### src/verilog/asc_pkg.sv
// Purpose: constants and types for the scan sequencer control block
// Assumes: 8-bit control registers and 10-bit results in the low bits of each 32-bit Avalon word
// Notes: register offsets are word indexes, byte address is four times the index
package asc_pkg;

	localparam int ASC_ADDR_W = 24;
	localparam int ASC_RES_W = 10;

	// register word indexes
	localparam logic [23:0] ASC_SINGLE_SEL_IDX = 24'h800081;
	localparam logic [23:0] ASC_SCAN_CTRL_IDX = 24'h800084;
	localparam logic [23:0] ASC_SCAN_CFG_IDX = 24'h800085;
	localparam logic [23:0] ASC_RESULT_BASE_IDX = 24'h800090;

	// scan_control fields (bit n of the byte)
	localparam int ASC_CTRL_REPEAT_BIT = 6;
	localparam int ASC_CTRL_HWSRC_BIT = 5;
	localparam int ASC_CTRL_TRIG_BIT = 4;
	localparam int ASC_CTRL_REQ_BIT = 3;
	localparam int ASC_CTRL_DONE_BIT = 2;
	localparam int ASC_CTRL_STOP_BIT = 1;
	localparam int ASC_CTRL_START_BIT = 0;
	localparam logic [7:0] ASC_CTRL_RESET = 8'h04;

	// scan_config fields
	localparam int ASC_CFG_RATE_BIT = 6;
	localparam int ASC_CFG_LEN_HI = 3;
	localparam int ASC_CFG_LEN_LO = 2;
	localparam logic [7:0] ASC_CFG_RESET = 8'h00;

	// single select fields
	localparam int ASC_SEL_START_BIT = 7;
	localparam int ASC_SEL_EXP_BIT = 5;
	localparam logic [7:0] ASC_SEL_RESET = 8'h00;

	localparam logic [3:0] ASC_EXP_CHAN = 4'hF;
	localparam logic [1:0] ASC_LEN_4 = 2'h1;
	localparam logic [1:0] ASC_LEN_8 = 2'h2;

	typedef enum logic [1:0] {ASC_IDLE, ASC_SCAN, ASC_SINGLE, ASC_FORCED} asc_state_t;

	// last channel of a scan for a scan length code
	function automatic logic [3:0] asc_last_chan(input logic [1:0] len);
		if (len == ASC_LEN_4)
			return 4'h3;
		else if (len == ASC_LEN_8)
			return 4'h7;
		else
			return 4'hF;
	endfunction

endpackage

### src/verilog/asc_scan_ctrl.sv
// Purpose: scan and single sequencing for a successive-approximation converter
// Assumes: analog core takes conv_start_o, ends with conv_done_i and result
// Notes: one wait state on every Avalon access
//
// The Avalon-MM interface to the registers was chosen for this implementation.
`timescale 1ns/1ps
module asc_scan_ctrl
(
	// clock and reset
	input wire logic mclk_i,
	input wire logic rst_i,
	// avalon slave
	input wire logic [asc_pkg::ASC_ADDR_W-1:0] address_i,
	input wire logic read_i,
	input wire logic write_i,
	input wire logic [3:0] byteenable_i,
	input wire logic [31:0] writedata_i,
	output logic [31:0] readdata_o,
	output logic waitrequest_o,
	// trigger sources
	input wire logic external_trigger_pin_i,
	input wire logic timer_event3_i,
	// analog core
	output logic conv_start_o,
	output logic conv_abort_o,
	output logic [3:0] conv_chan_o,
	output logic conv_rate_o,
	input wire logic conv_done_i,
	input wire logic [asc_pkg::ASC_RES_W-1:0] conv_result_i,
	// requests and external selector
	output logic scan_irq_o,
	output logic scan_dma_o,
	output logic ext_selector_out0_o,
	output logic ext_selector_out1_o
);
	import asc_pkg::*;

	asc_state_t state_r;
	logic scan_repeat_select_r;
	logic scan_hw_source_select_r;
	logic scan_trigger_select_r;
	logic scan_irq_dma_select_r;
	logic scan_rate_select_r;
	logic [1:0] scan_len_r;
	logic input_expansion_enable_r;
	logic [3:0] single_channel_select_r;
	logic [3:0] scan_chan_r;
	logic busy_r;
	logic pend_scan_r;
	logic trig_pin_q_r;
	logic timer_q_r;
	logic [ASC_RES_W-1:0] result_r [16];
	logic [31:0] readdata_nxt;
	logic wr_ok;
	logic wr_ctrl;
	logic wr_cfg;
	logic wr_sel;
	logic stop_w;
	logic sw_start;
	logic hw_evt;
	logic single_start;
	logic scan_go;
	logic [3:0] single_chan;
	logic [3:0] last_chan;
	logic scanning;

	assign wr_ok = write_i && !waitrequest_o && byteenable_i[0];
	assign wr_ctrl = wr_ok && (address_i == ASC_SCAN_CTRL_IDX);
	assign wr_cfg = wr_ok && (address_i == ASC_SCAN_CFG_IDX);
	assign wr_sel = wr_ok && (address_i == ASC_SINGLE_SEL_IDX);
	assign stop_w = wr_ctrl && writedata_i[ASC_CTRL_STOP_BIT];
	// stop in the same write cancels the start
	assign sw_start = wr_ctrl && writedata_i[ASC_CTRL_START_BIT] && !stop_w
		&& !scan_trigger_select_r;
	// falling edge of the pin, so a held low pin launches nothing more
	assign hw_evt = scan_hw_source_select_r ? (timer_event3_i && !timer_q_r)
		: (!external_trigger_pin_i && trig_pin_q_r);
	assign single_start = wr_sel && writedata_i[ASC_SEL_START_BIT];
	assign scan_go = sw_start || (scan_trigger_select_r && hw_evt);
	assign single_chan = input_expansion_enable_r ? ASC_EXP_CHAN
		: single_channel_select_r;
	assign last_chan = asc_last_chan(scan_len_r);
	assign scanning = (state_r == ASC_SCAN) || (state_r == ASC_FORCED);

	// avalon handshake, one wait state
	always_ff @(posedge mclk_i or posedge rst_i)
	begin
		if (rst_i)
			waitrequest_o <= 1'b1;
		else
			waitrequest_o <= !((read_i || write_i) && waitrequest_o);
	end

	always_comb
	begin
		readdata_nxt = 32'h00000000;
		if (address_i == ASC_SCAN_CTRL_IDX)
		begin
			readdata_nxt[ASC_CTRL_REPEAT_BIT] = scan_repeat_select_r;
			readdata_nxt[ASC_CTRL_HWSRC_BIT] = scan_hw_source_select_r;
			readdata_nxt[ASC_CTRL_TRIG_BIT] = scan_trigger_select_r;
			readdata_nxt[ASC_CTRL_REQ_BIT] = scan_irq_dma_select_r;
			readdata_nxt[ASC_CTRL_DONE_BIT] = !scanning;
		end
		else if (address_i == ASC_SCAN_CFG_IDX)
		begin
			readdata_nxt[ASC_CFG_RATE_BIT] = scan_rate_select_r;
			if (scanning)
				readdata_nxt[3:0] = scan_chan_r;
			else if (state_r == ASC_SINGLE)
				readdata_nxt[3:0] = 4'h0;
			else
				readdata_nxt[ASC_CFG_LEN_HI:ASC_CFG_LEN_LO] = scan_len_r;
		end
		else if (address_i == ASC_SINGLE_SEL_IDX)
		begin
			readdata_nxt[ASC_SEL_EXP_BIT] = input_expansion_enable_r;
			readdata_nxt[3:0] = single_channel_select_r;
		end
		else if (address_i[23:4] == ASC_RESULT_BASE_IDX[23:4])
		begin
			readdata_nxt[ASC_RES_W-1:0] = result_r[address_i[3:0]];
		end
	end

	always_ff @(posedge mclk_i or posedge rst_i)
	begin
		if (rst_i)
			readdata_o <= 32'h00000000;
		else if (read_i && waitrequest_o)
			readdata_o <= readdata_nxt;
	end

	// configuration registers
	always_ff @(posedge mclk_i or posedge rst_i)
	begin
		if (rst_i)
		begin
			scan_repeat_select_r <= ASC_CTRL_RESET[ASC_CTRL_REPEAT_BIT];
			scan_hw_source_select_r <= ASC_CTRL_RESET[ASC_CTRL_HWSRC_BIT];
			scan_trigger_select_r <= ASC_CTRL_RESET[ASC_CTRL_TRIG_BIT];
			scan_irq_dma_select_r <= ASC_CTRL_RESET[ASC_CTRL_REQ_BIT];
			scan_rate_select_r <= ASC_CFG_RESET[ASC_CFG_RATE_BIT];
			scan_len_r <= ASC_CFG_RESET[ASC_CFG_LEN_HI:ASC_CFG_LEN_LO];
			input_expansion_enable_r <= ASC_SEL_RESET[ASC_SEL_EXP_BIT];
			single_channel_select_r <= ASC_SEL_RESET[3:0];
		end
		else
		begin
			if (wr_ctrl)
			begin
				scan_repeat_select_r <= writedata_i[ASC_CTRL_REPEAT_BIT];
				scan_hw_source_select_r <= writedata_i[ASC_CTRL_HWSRC_BIT];
				scan_trigger_select_r <= writedata_i[ASC_CTRL_TRIG_BIT];
				scan_irq_dma_select_r <= writedata_i[ASC_CTRL_REQ_BIT];
			end
			if (wr_cfg)
			begin
				scan_rate_select_r <= writedata_i[ASC_CFG_RATE_BIT];
				// low two field bits are not stored
				scan_len_r <= writedata_i[ASC_CFG_LEN_HI:ASC_CFG_LEN_LO];
			end
			if (wr_sel)
			begin
				input_expansion_enable_r <= writedata_i[ASC_SEL_EXP_BIT];
				single_channel_select_r <= writedata_i[3:0];
			end
		end
	end

	// trigger edge history and selector outputs
	always_ff @(posedge mclk_i or posedge rst_i)
	begin
		if (rst_i)
		begin
			trig_pin_q_r <= 1'b1;
			timer_q_r <= 1'b0;
			ext_selector_out0_o <= 1'b0;
			ext_selector_out1_o <= 1'b0;
		end
		else
		begin
			trig_pin_q_r <= external_trigger_pin_i;
			timer_q_r <= timer_event3_i;
			ext_selector_out0_o <= input_expansion_enable_r && single_channel_select_r[1];
			ext_selector_out1_o <= input_expansion_enable_r && single_channel_select_r[0];
		end
	end

	// result registers
	always_ff @(posedge mclk_i or posedge rst_i)
	begin
		if (rst_i)
		begin
			for (int i = 0; i < 16; i++)
				result_r[i] <= '0;
		end
		else if (conv_done_i && busy_r && !stop_w && !sw_start && !single_start)
		begin
			if (state_r == ASC_SCAN)
				result_r[scan_chan_r] <= conv_result_i;
			else if (state_r != ASC_IDLE)
				result_r[single_chan] <= conv_result_i;
		end
	end

	// sequencer
	always_ff @(posedge mclk_i or posedge rst_i)
	begin
		if (rst_i)
		begin
			state_r <= ASC_IDLE;
			scan_chan_r <= 4'h0;
			busy_r <= 1'b0;
			pend_scan_r <= 1'b0;
			conv_start_o <= 1'b0;
			conv_abort_o <= 1'b0;
			conv_chan_o <= 4'h0;
			conv_rate_o <= 1'b0;
			scan_irq_o <= 1'b0;
			scan_dma_o <= 1'b0;
		end
		else
		begin
			conv_start_o <= 1'b0;
			conv_abort_o <= 1'b0;
			scan_irq_o <= 1'b0;
			scan_dma_o <= 1'b0;
			case (state_r)
				ASC_IDLE:
				begin
					busy_r <= 1'b0;
					if (scan_go)
					begin
						state_r <= ASC_SCAN;
						scan_chan_r <= 4'h0;
					end
					else if (single_start)
						state_r <= ASC_SINGLE;
				end
				ASC_SCAN:
				begin
					if (stop_w)
					begin
						conv_abort_o <= busy_r;
						busy_r <= 1'b0;
						state_r <= ASC_IDLE;
					end
					else if (sw_start)
					begin
						conv_abort_o <= busy_r;
						busy_r <= 1'b0;
						scan_chan_r <= 4'h0;
					end
					else if (single_start)
					begin
						conv_abort_o <= busy_r;
						busy_r <= 1'b0;
						state_r <= ASC_FORCED;
					end
					else if (!busy_r)
					begin
						conv_start_o <= 1'b1;
						conv_chan_o <= scan_chan_r;
						conv_rate_o <= scan_rate_select_r;
						busy_r <= 1'b1;
					end
					else if (conv_done_i)
					begin
						busy_r <= 1'b0;
						if (scan_chan_r == last_chan)
						begin
							scan_irq_o <= !scan_irq_dma_select_r;
							scan_dma_o <= scan_irq_dma_select_r;
							scan_chan_r <= 4'h0;
							if (!scan_repeat_select_r)
								state_r <= ASC_IDLE;
						end
						else
							scan_chan_r <= scan_chan_r + 4'h1;
					end
				end
				ASC_SINGLE:
				begin
					// scan stop leaves the state alone; in the done cycle it blocks the result write
					if (sw_start)
						pend_scan_r <= 1'b1;
					if (single_start)
					begin
						conv_abort_o <= busy_r;
						busy_r <= 1'b0;
					end
					else if (!busy_r)
					begin
						conv_start_o <= 1'b1;
						conv_chan_o <= single_chan;
						conv_rate_o <= 1'b0;
						busy_r <= 1'b1;
					end
					else if (conv_done_i)
					begin
						busy_r <= 1'b0;
						pend_scan_r <= 1'b0;
						scan_chan_r <= 4'h0;
						state_r <= (pend_scan_r || sw_start) ? ASC_SCAN : ASC_IDLE;
					end
				end
				ASC_FORCED:
				begin
					if (sw_start)
					begin
						conv_abort_o <= busy_r;
						busy_r <= 1'b0;
						scan_chan_r <= 4'h0;
						state_r <= ASC_SCAN;
					end
					else if (!busy_r)
					begin
						conv_start_o <= 1'b1;
						conv_chan_o <= single_chan;
						conv_rate_o <= 1'b0;
						busy_r <= 1'b1;
					end
					else if (conv_done_i)
					begin
						busy_r <= 1'b0;
						state_r <= ASC_SCAN; // resume cancelled channel
					end
				end
				default:
				begin
					state_r <= ASC_IDLE;
					busy_r <= 1'b0;
				end
			endcase
		end
	end

endmodule

### config.mk
export PLATFORM = sky130hd
export DESIGN_NAME = asc_scan_ctrl
export DESIGN_NICKNAME = d
export VERILOG_FILES = /design/src/verilog/asc_pkg.sv /design/src/verilog/asc_scan_ctrl.sv
export SDC_FILE = /design/constraint.sdc
export NUM_CORES = 1
export LEC_CHECK = 0
export BUFFER_PORTS_ARGS = -buffer_cell sky130_fd_sc_hd__buf_2
export CAP_MARGIN = 40
export CORE_MARGIN = 3
export CORE_UTILIZATION = 35
export DETAILED_ROUTE_END_ITERATION = 10
export PLACE_DENSITY = 0.58
export SLEW_MARGIN = 20
export SYNTH_ARGS = -nofsm -noshare
export SYNTH_HDL_FRONTEND = slang
export SYNTH_SLANG_ARGS = --single-unit
### constraint.sdc
create_clock -name mclk_i -period 6.8 [get_ports mclk_i]
set_input_delay 0.34 -clock mclk_i [delete_from_list [all_inputs] [get_ports mclk_i]]
set_output_delay 0.34 -clock mclk_i [all_outputs]
set_load 0.05 [all_outputs]
# [Yosys cells after proc, flatten, opt, wreduce, memory -nomap -nowiden]
# Cells that the tools add are included.
# W data, S select, Z words.
[totals] word_cells=235 register_bits=204
[op_classes] add_sub_neg=1 order_cmp=5 n_eq_ne=31 reduce_logical=45 muxes=110 bitwise=3
[ops] operator="$bwmux W160" n=2
[ops] operator="$mux W160" n=2
[ops] operator="$mux W4" n=25
[ops] operator="$demux W10 S4" n=2
[ops] operator="$eq A24 B24 Y1 const B" n=3
[ops] operator="$mux W10" n=5
[ops] operator="$mux W1" n=45
[ops] operator="$bmux W10 S4" n=1
[ops] operator="$mux W2" n=18
[ops] operator="$logic_and A1 B1 Y1" n=23
[ops] operator="$ne A3 B3 Y1 const B" n=7
[ops] operator="$eq A20 B20 Y1 const B" n=1
[ops] operator="$ne A2 B2 Y1 const B" n=10
[ops] operator="$pmux W4 S4" n=1
[ops] operator="$ge A5 B5 Y1 const B" n=3
[ops] operator="$not A4 Y5" n=3
[ops] operator="$ne A4 B4 Y1 const B" n=3
[ops] operator="$pmux W4 S3" n=1
[ops] operator="$reduce_and A11 Y1" n=1
[ops] operator="$logic_not A1 Y1" n=10
[ops] operator="$lt A5 B1 Y1 const B" n=2
[ops] operator="$pmux W1 S3" n=3
[ops] operator="$reduce_and A9 Y1" n=1
[ops] operator="$pmux W2 S4" n=1
[ops] operator="14 further kinds" n=22

# [Depth between registers and ports, before layout]
[logic_depth] depth_word=14 ltp_mapped=9 mapped_depth_nobuf=7

# [Least setup slack after synthesis]
# OpenSTA, ideal clock, no wires.
[synth_timing] path_kind="in2reg" from="input address_i[1] in the netlist's numbering" to="register result_r[110] in the netlist's numbering" path_buffers=3 t_arrival_ns=2.594 cell_stages=9 required_ns=6.675 path_slack_ns=4.081 cell_sequence="clkbuf_1 > or4b_1 > clkbuf_1 > or3b_4 > a211oi_4 > or3_1 > buf_8 > nor2_4 > mux2_4"
[synth_via] elab_chain_cells=10 word_cells_on_any_way=16 classes_between="2 x eq/ne; 14 x reduce/logical"
[synth_rtl] element="from (decl)" line_no="asc_scan_ctrl.sv:13" text="input wire logic [asc_pkg::ASC_ADDR_W-1:0] address_i,"
[synth_rtl] element="$eq A24 B24 Y1" line_no="asc_scan_ctrl.sv:68" text="assign wr_ctrl = wr_ok && (address_i == ASC_SCAN_CTRL_IDX);"
[synth_rtl] element="$logic_and A1 B1 Y1" line_no="asc_scan_ctrl.sv:68"
[synth_rtl] element="$logic_and A1 B1 Y1" line_no="asc_scan_ctrl.sv:71" text="assign stop_w = wr_ctrl && writedata_i[ASC_CTRL_STOP_BIT];"
[synth_rtl] element="$logic_not A1 Y1" line_no="asc_scan_ctrl.sv:73, asc_scan_ctrl.sv:198"
[synth_rtl] element="$logic_and A1 B1 Y1" line_no="asc_scan_ctrl.sv:73" text="assign sw_start = wr_ctrl && writedata_i[ASC_CTRL_START_BIT] && !stop_w"
[synth_rtl] element="$logic_and A1 B1 Y1" line_no="asc_scan_ctrl.sv:74" text="&& !scan_trigger_select_r;"
[synth_rtl] element="$logic_not A1 Y1" line_no="asc_scan_ctrl.sv:198" text="else if (conv_done_i && busy_r && !stop_w && !sw_start && !single_start)"
[synth_rtl] element="$logic_and A1 B1 Y1" line_no="asc_scan_ctrl.sv:198"
[synth_rtl] element="$logic_and A1 B1 Y1 (*)" line_no="asc_scan_ctrl.sv:198"
[synth_rtl] element="$reduce_and A2 Y1 (no line) (*)"
[synth_rtl] element="to (signal, indexed assignment)" line_no="asc_scan_ctrl.sv:201" text="result_r[scan_chan_r] <= conv_result_i;"
[synth_rtl] element="to (signal, indexed assignment)" line_no="asc_scan_ctrl.sv:203" text="result_r[single_chan] <= conv_result_i;"
[synth_rtl] element="to (decl)" line_no="asc_scan_ctrl.sv:52" text="logic [ASC_RES_W-1:0] result_r [16];"
# Every way passes the cells marked *; elsewhere a longest branch is shown, timed or not.
# A chain may end at the register's enable or synchronous reset.

# [Worst setup path after layout]
[layout_timing] from="input address_i[3] in the netlist's numbering" to="register result_r[85] in the netlist's numbering"
# Same word-level chain as after synthesis.

==> impl_metrics.toml <==
[timing]
hold_viol = 0
final.min_clock_period_ns = 3.29
slew_viol_final = 0
fmax_mhz = 304
finClkSkew_ns = 0.0100
setup_viol = 0
max_slew.worst_pin.slew_ns = 0.865
fin_crit_sh_pct = 48.4
max_slew_margin_pct = 42.4
fin_tns_setup_ns = 0
rsz0062_at_grt = "no"

[critical_path]
worstPathArrival_ns = 3.69
critPathLaunchType = "input port"
endpoint_kind = "register"
cp_max_fo = 12
worstPathRequired_ns = 7.20
path_class = "in -> reg"

[global_route]
grt-ovfl-total = 0
grt_pass1_vias = 6387
grt_max_degree = 74
grt_usage_pct = 16.1
antenna_found_initial = 0
grt_first_pass_wirelength_um = 39200

[floorplan]
fp.dieH_um = 178
dieArea_um2 = 31600
die_x_um = 178
start_util_pct = 35.8
io_pins = 121
num_rows = 62
core_um2 = 28900

[clock_tree]
clock_path_buffers = 3
path_clk_slew_ns = 0.06
post_cts_buffers = 0
htree_levels = 1
clock_latency_ns = 0.52
numCtsBuffers = 23
clock-sinks = 204
cts_tree = "built"
cts_root_buf = "clkbuf_16"

[yosys]
synth_flop_cell = "dfrtp_1"
synth_area_leaders = "dfrtp_1, mux2_4, mux4_2"
ys_warn_count = 0
ys_types = 61
avgSynthCellArea_um2 = 14.1
synth_cells = 730
synth_top_area_share_pct = 48.9
synth_top_area_cell = "dfrtp_1"
netlist_top_cells_count = "dfrtp_1, mux2_4, mux2_2"
synth.most_common_cell = "dfrtp_1"
synth-seq-cells = 204
yosysSeqAreaShare_pct = 49.5
synthArstFlopShare_pct = 100
synth-edff-count = 0
netlist_area_um2 = 10300

[place]
place.gp.congestion = 0.775
port_buffers = 71
dp_hpwl_um = 15700
post_dp_cell_area_um2 = 11000

[power_and_ir_drop]
cellLeakagePower_nw = 5.49
p_int_mw = 2.02
switchingPower_mw = 0.624
power.share.switching_pct = 23.6
p_clk_share_pct = 48.5
p_seq_share_pct = 46.0
comb_power_share_pct = 5.5
vdd_drop_max_mv = 0.182
power_density_nw_per_um2 = 223

[final_layout]
area_growth_pct = 14.9
final_area_um2 = 11900
layout-drive-gt1-share_pct = 45.5
diodes = 0
finalNetCount = 882

[worst_hold_path]
min_path_type = "in -> reg"

[route]
vias_per_cell = 5.24
num_vias = 6284
ant_nets = 0
drtIter0Drc = 414
routedWlPerCell_um = 20.9
drc = 0
drt-pass1-iter-count = 4
routed_wl_um = 25100

[run]
maxCapViolations = 0

[outcome]
status = "finished clean"
## layout by cell type, fill, tap and decap left out, drive strengths merged, types with 9 or more instances in the layout
master and instances:
a21oi 18, buf 78, clkbuf 29, conb 22
dfrtp 202, inv 16, mux2 177, mux4 50
nand2 31, nand3 9, nor2 41, nor3 10
o21ai 26
## registers in the layout, indices dropped and copies added, names as in the netlist, 2 cells and up
name                     flops
result_r                   160
readdata_o                  10
conv_chan_o                  4
scan_chan_r                  4
single_channel_select_r      4
scan_len_r                   2
state_r                      2
## area by class of cell
cell class                      count  area, um^2
Multi-Input combinational cell    473        4930
Fill cell                        2686       17000
Inverter                           15        63.8
Clock buffer                       29         628
Clock inverter                     11         148
Tap cell                          384         480
Timing Repair Buffer               83         508
Sequential cell                   204        5110
## power groups by stage
stage	clock (mW)	combinational, mW	sequential, mW
after CTS	1.31	0.148	1.22
after floorplan	0	0.0966	1.25
after detailed placement	0	0.145	1.24
after global placement	0	0.139	1.24
final	1.29	0.144	1.22
after global routing	1.36	0.159	1.22
## routing by layer
metal	global-route usage, %	wire [um]	up-vias
li1	-	-	2808
met1	23.7	11800	3269
met2	24.8	11400	176
met3	3.19	1520	31
met4	3.34	408	0
met5	0	0	-
## logic make-up after synthesis
family | synth area share [%]
fa+ha+maj | 0.606
flops | 49.5
compound gates | 5.31
mux | 33.6
buf+inv | 3.61
simple gates | 7.25
other cells | 0.0363
xor+xnor | 0.170
## worst paths after layout
kind                            slack [ns]                    end  depth (start not counted)                  start
worst max-delay path                  3.51           result_r[85]                          7           address_i[3]
worst min-delay path                  0.05  scan_trigger_select_r                          2         writedata_i[4]
worst max register to register        3.81           result_r[76]                          6          waitrequest_o
worst min register to register        0.50             scan_irq_o                          1  scan_irq_dma_select_r
max in group asynchronous             5.30          result_r[141]                          5                  rst_i
min in group asynchronous             0.42          result_r[110]                          3                  rst_i
## worst max-delay path, cell delays in order
cell and delay (ns):
buf_2 0.27, or4b_1 0.78, or3b_4 0.51, a211oi_4 0.34
or3_1 0.74, nor2_4 0.31, mux2_4 0.37
## repair_timing
item / 4_1_cts / 5_1_grt
endpoints found under the setup margin: 0 / 0
gates resized for setup: 0 / 0
hold buffers: 5 / 0
endpoints found under the hold margin: 74 / 0
## through the flow
step / power [mW] / util (%) / hold slack, ns / std cells / setup WS (ns)
2_1_floorplan: 1.34 / - / 0.344 / 751 / 0.896
3_5_place_dp: 1.39 / 38.2 / 0.438 / 1154 / 3.03
6_report: 2.65 / 41.1 / 0.0510 / 1199 / 3.51
4_1_cts: 2.68 / 41.1 / 0.0401 / 1199 / 3.57
3_3_place_gp: 1.38 / 38.0 / 0.459 / 1150 / 3.05
5_1_grt: 2.74 / 41.1 / 0.0538 / 1199 / 3.44
Note: power is estimated with default switching activity, not from simulation.
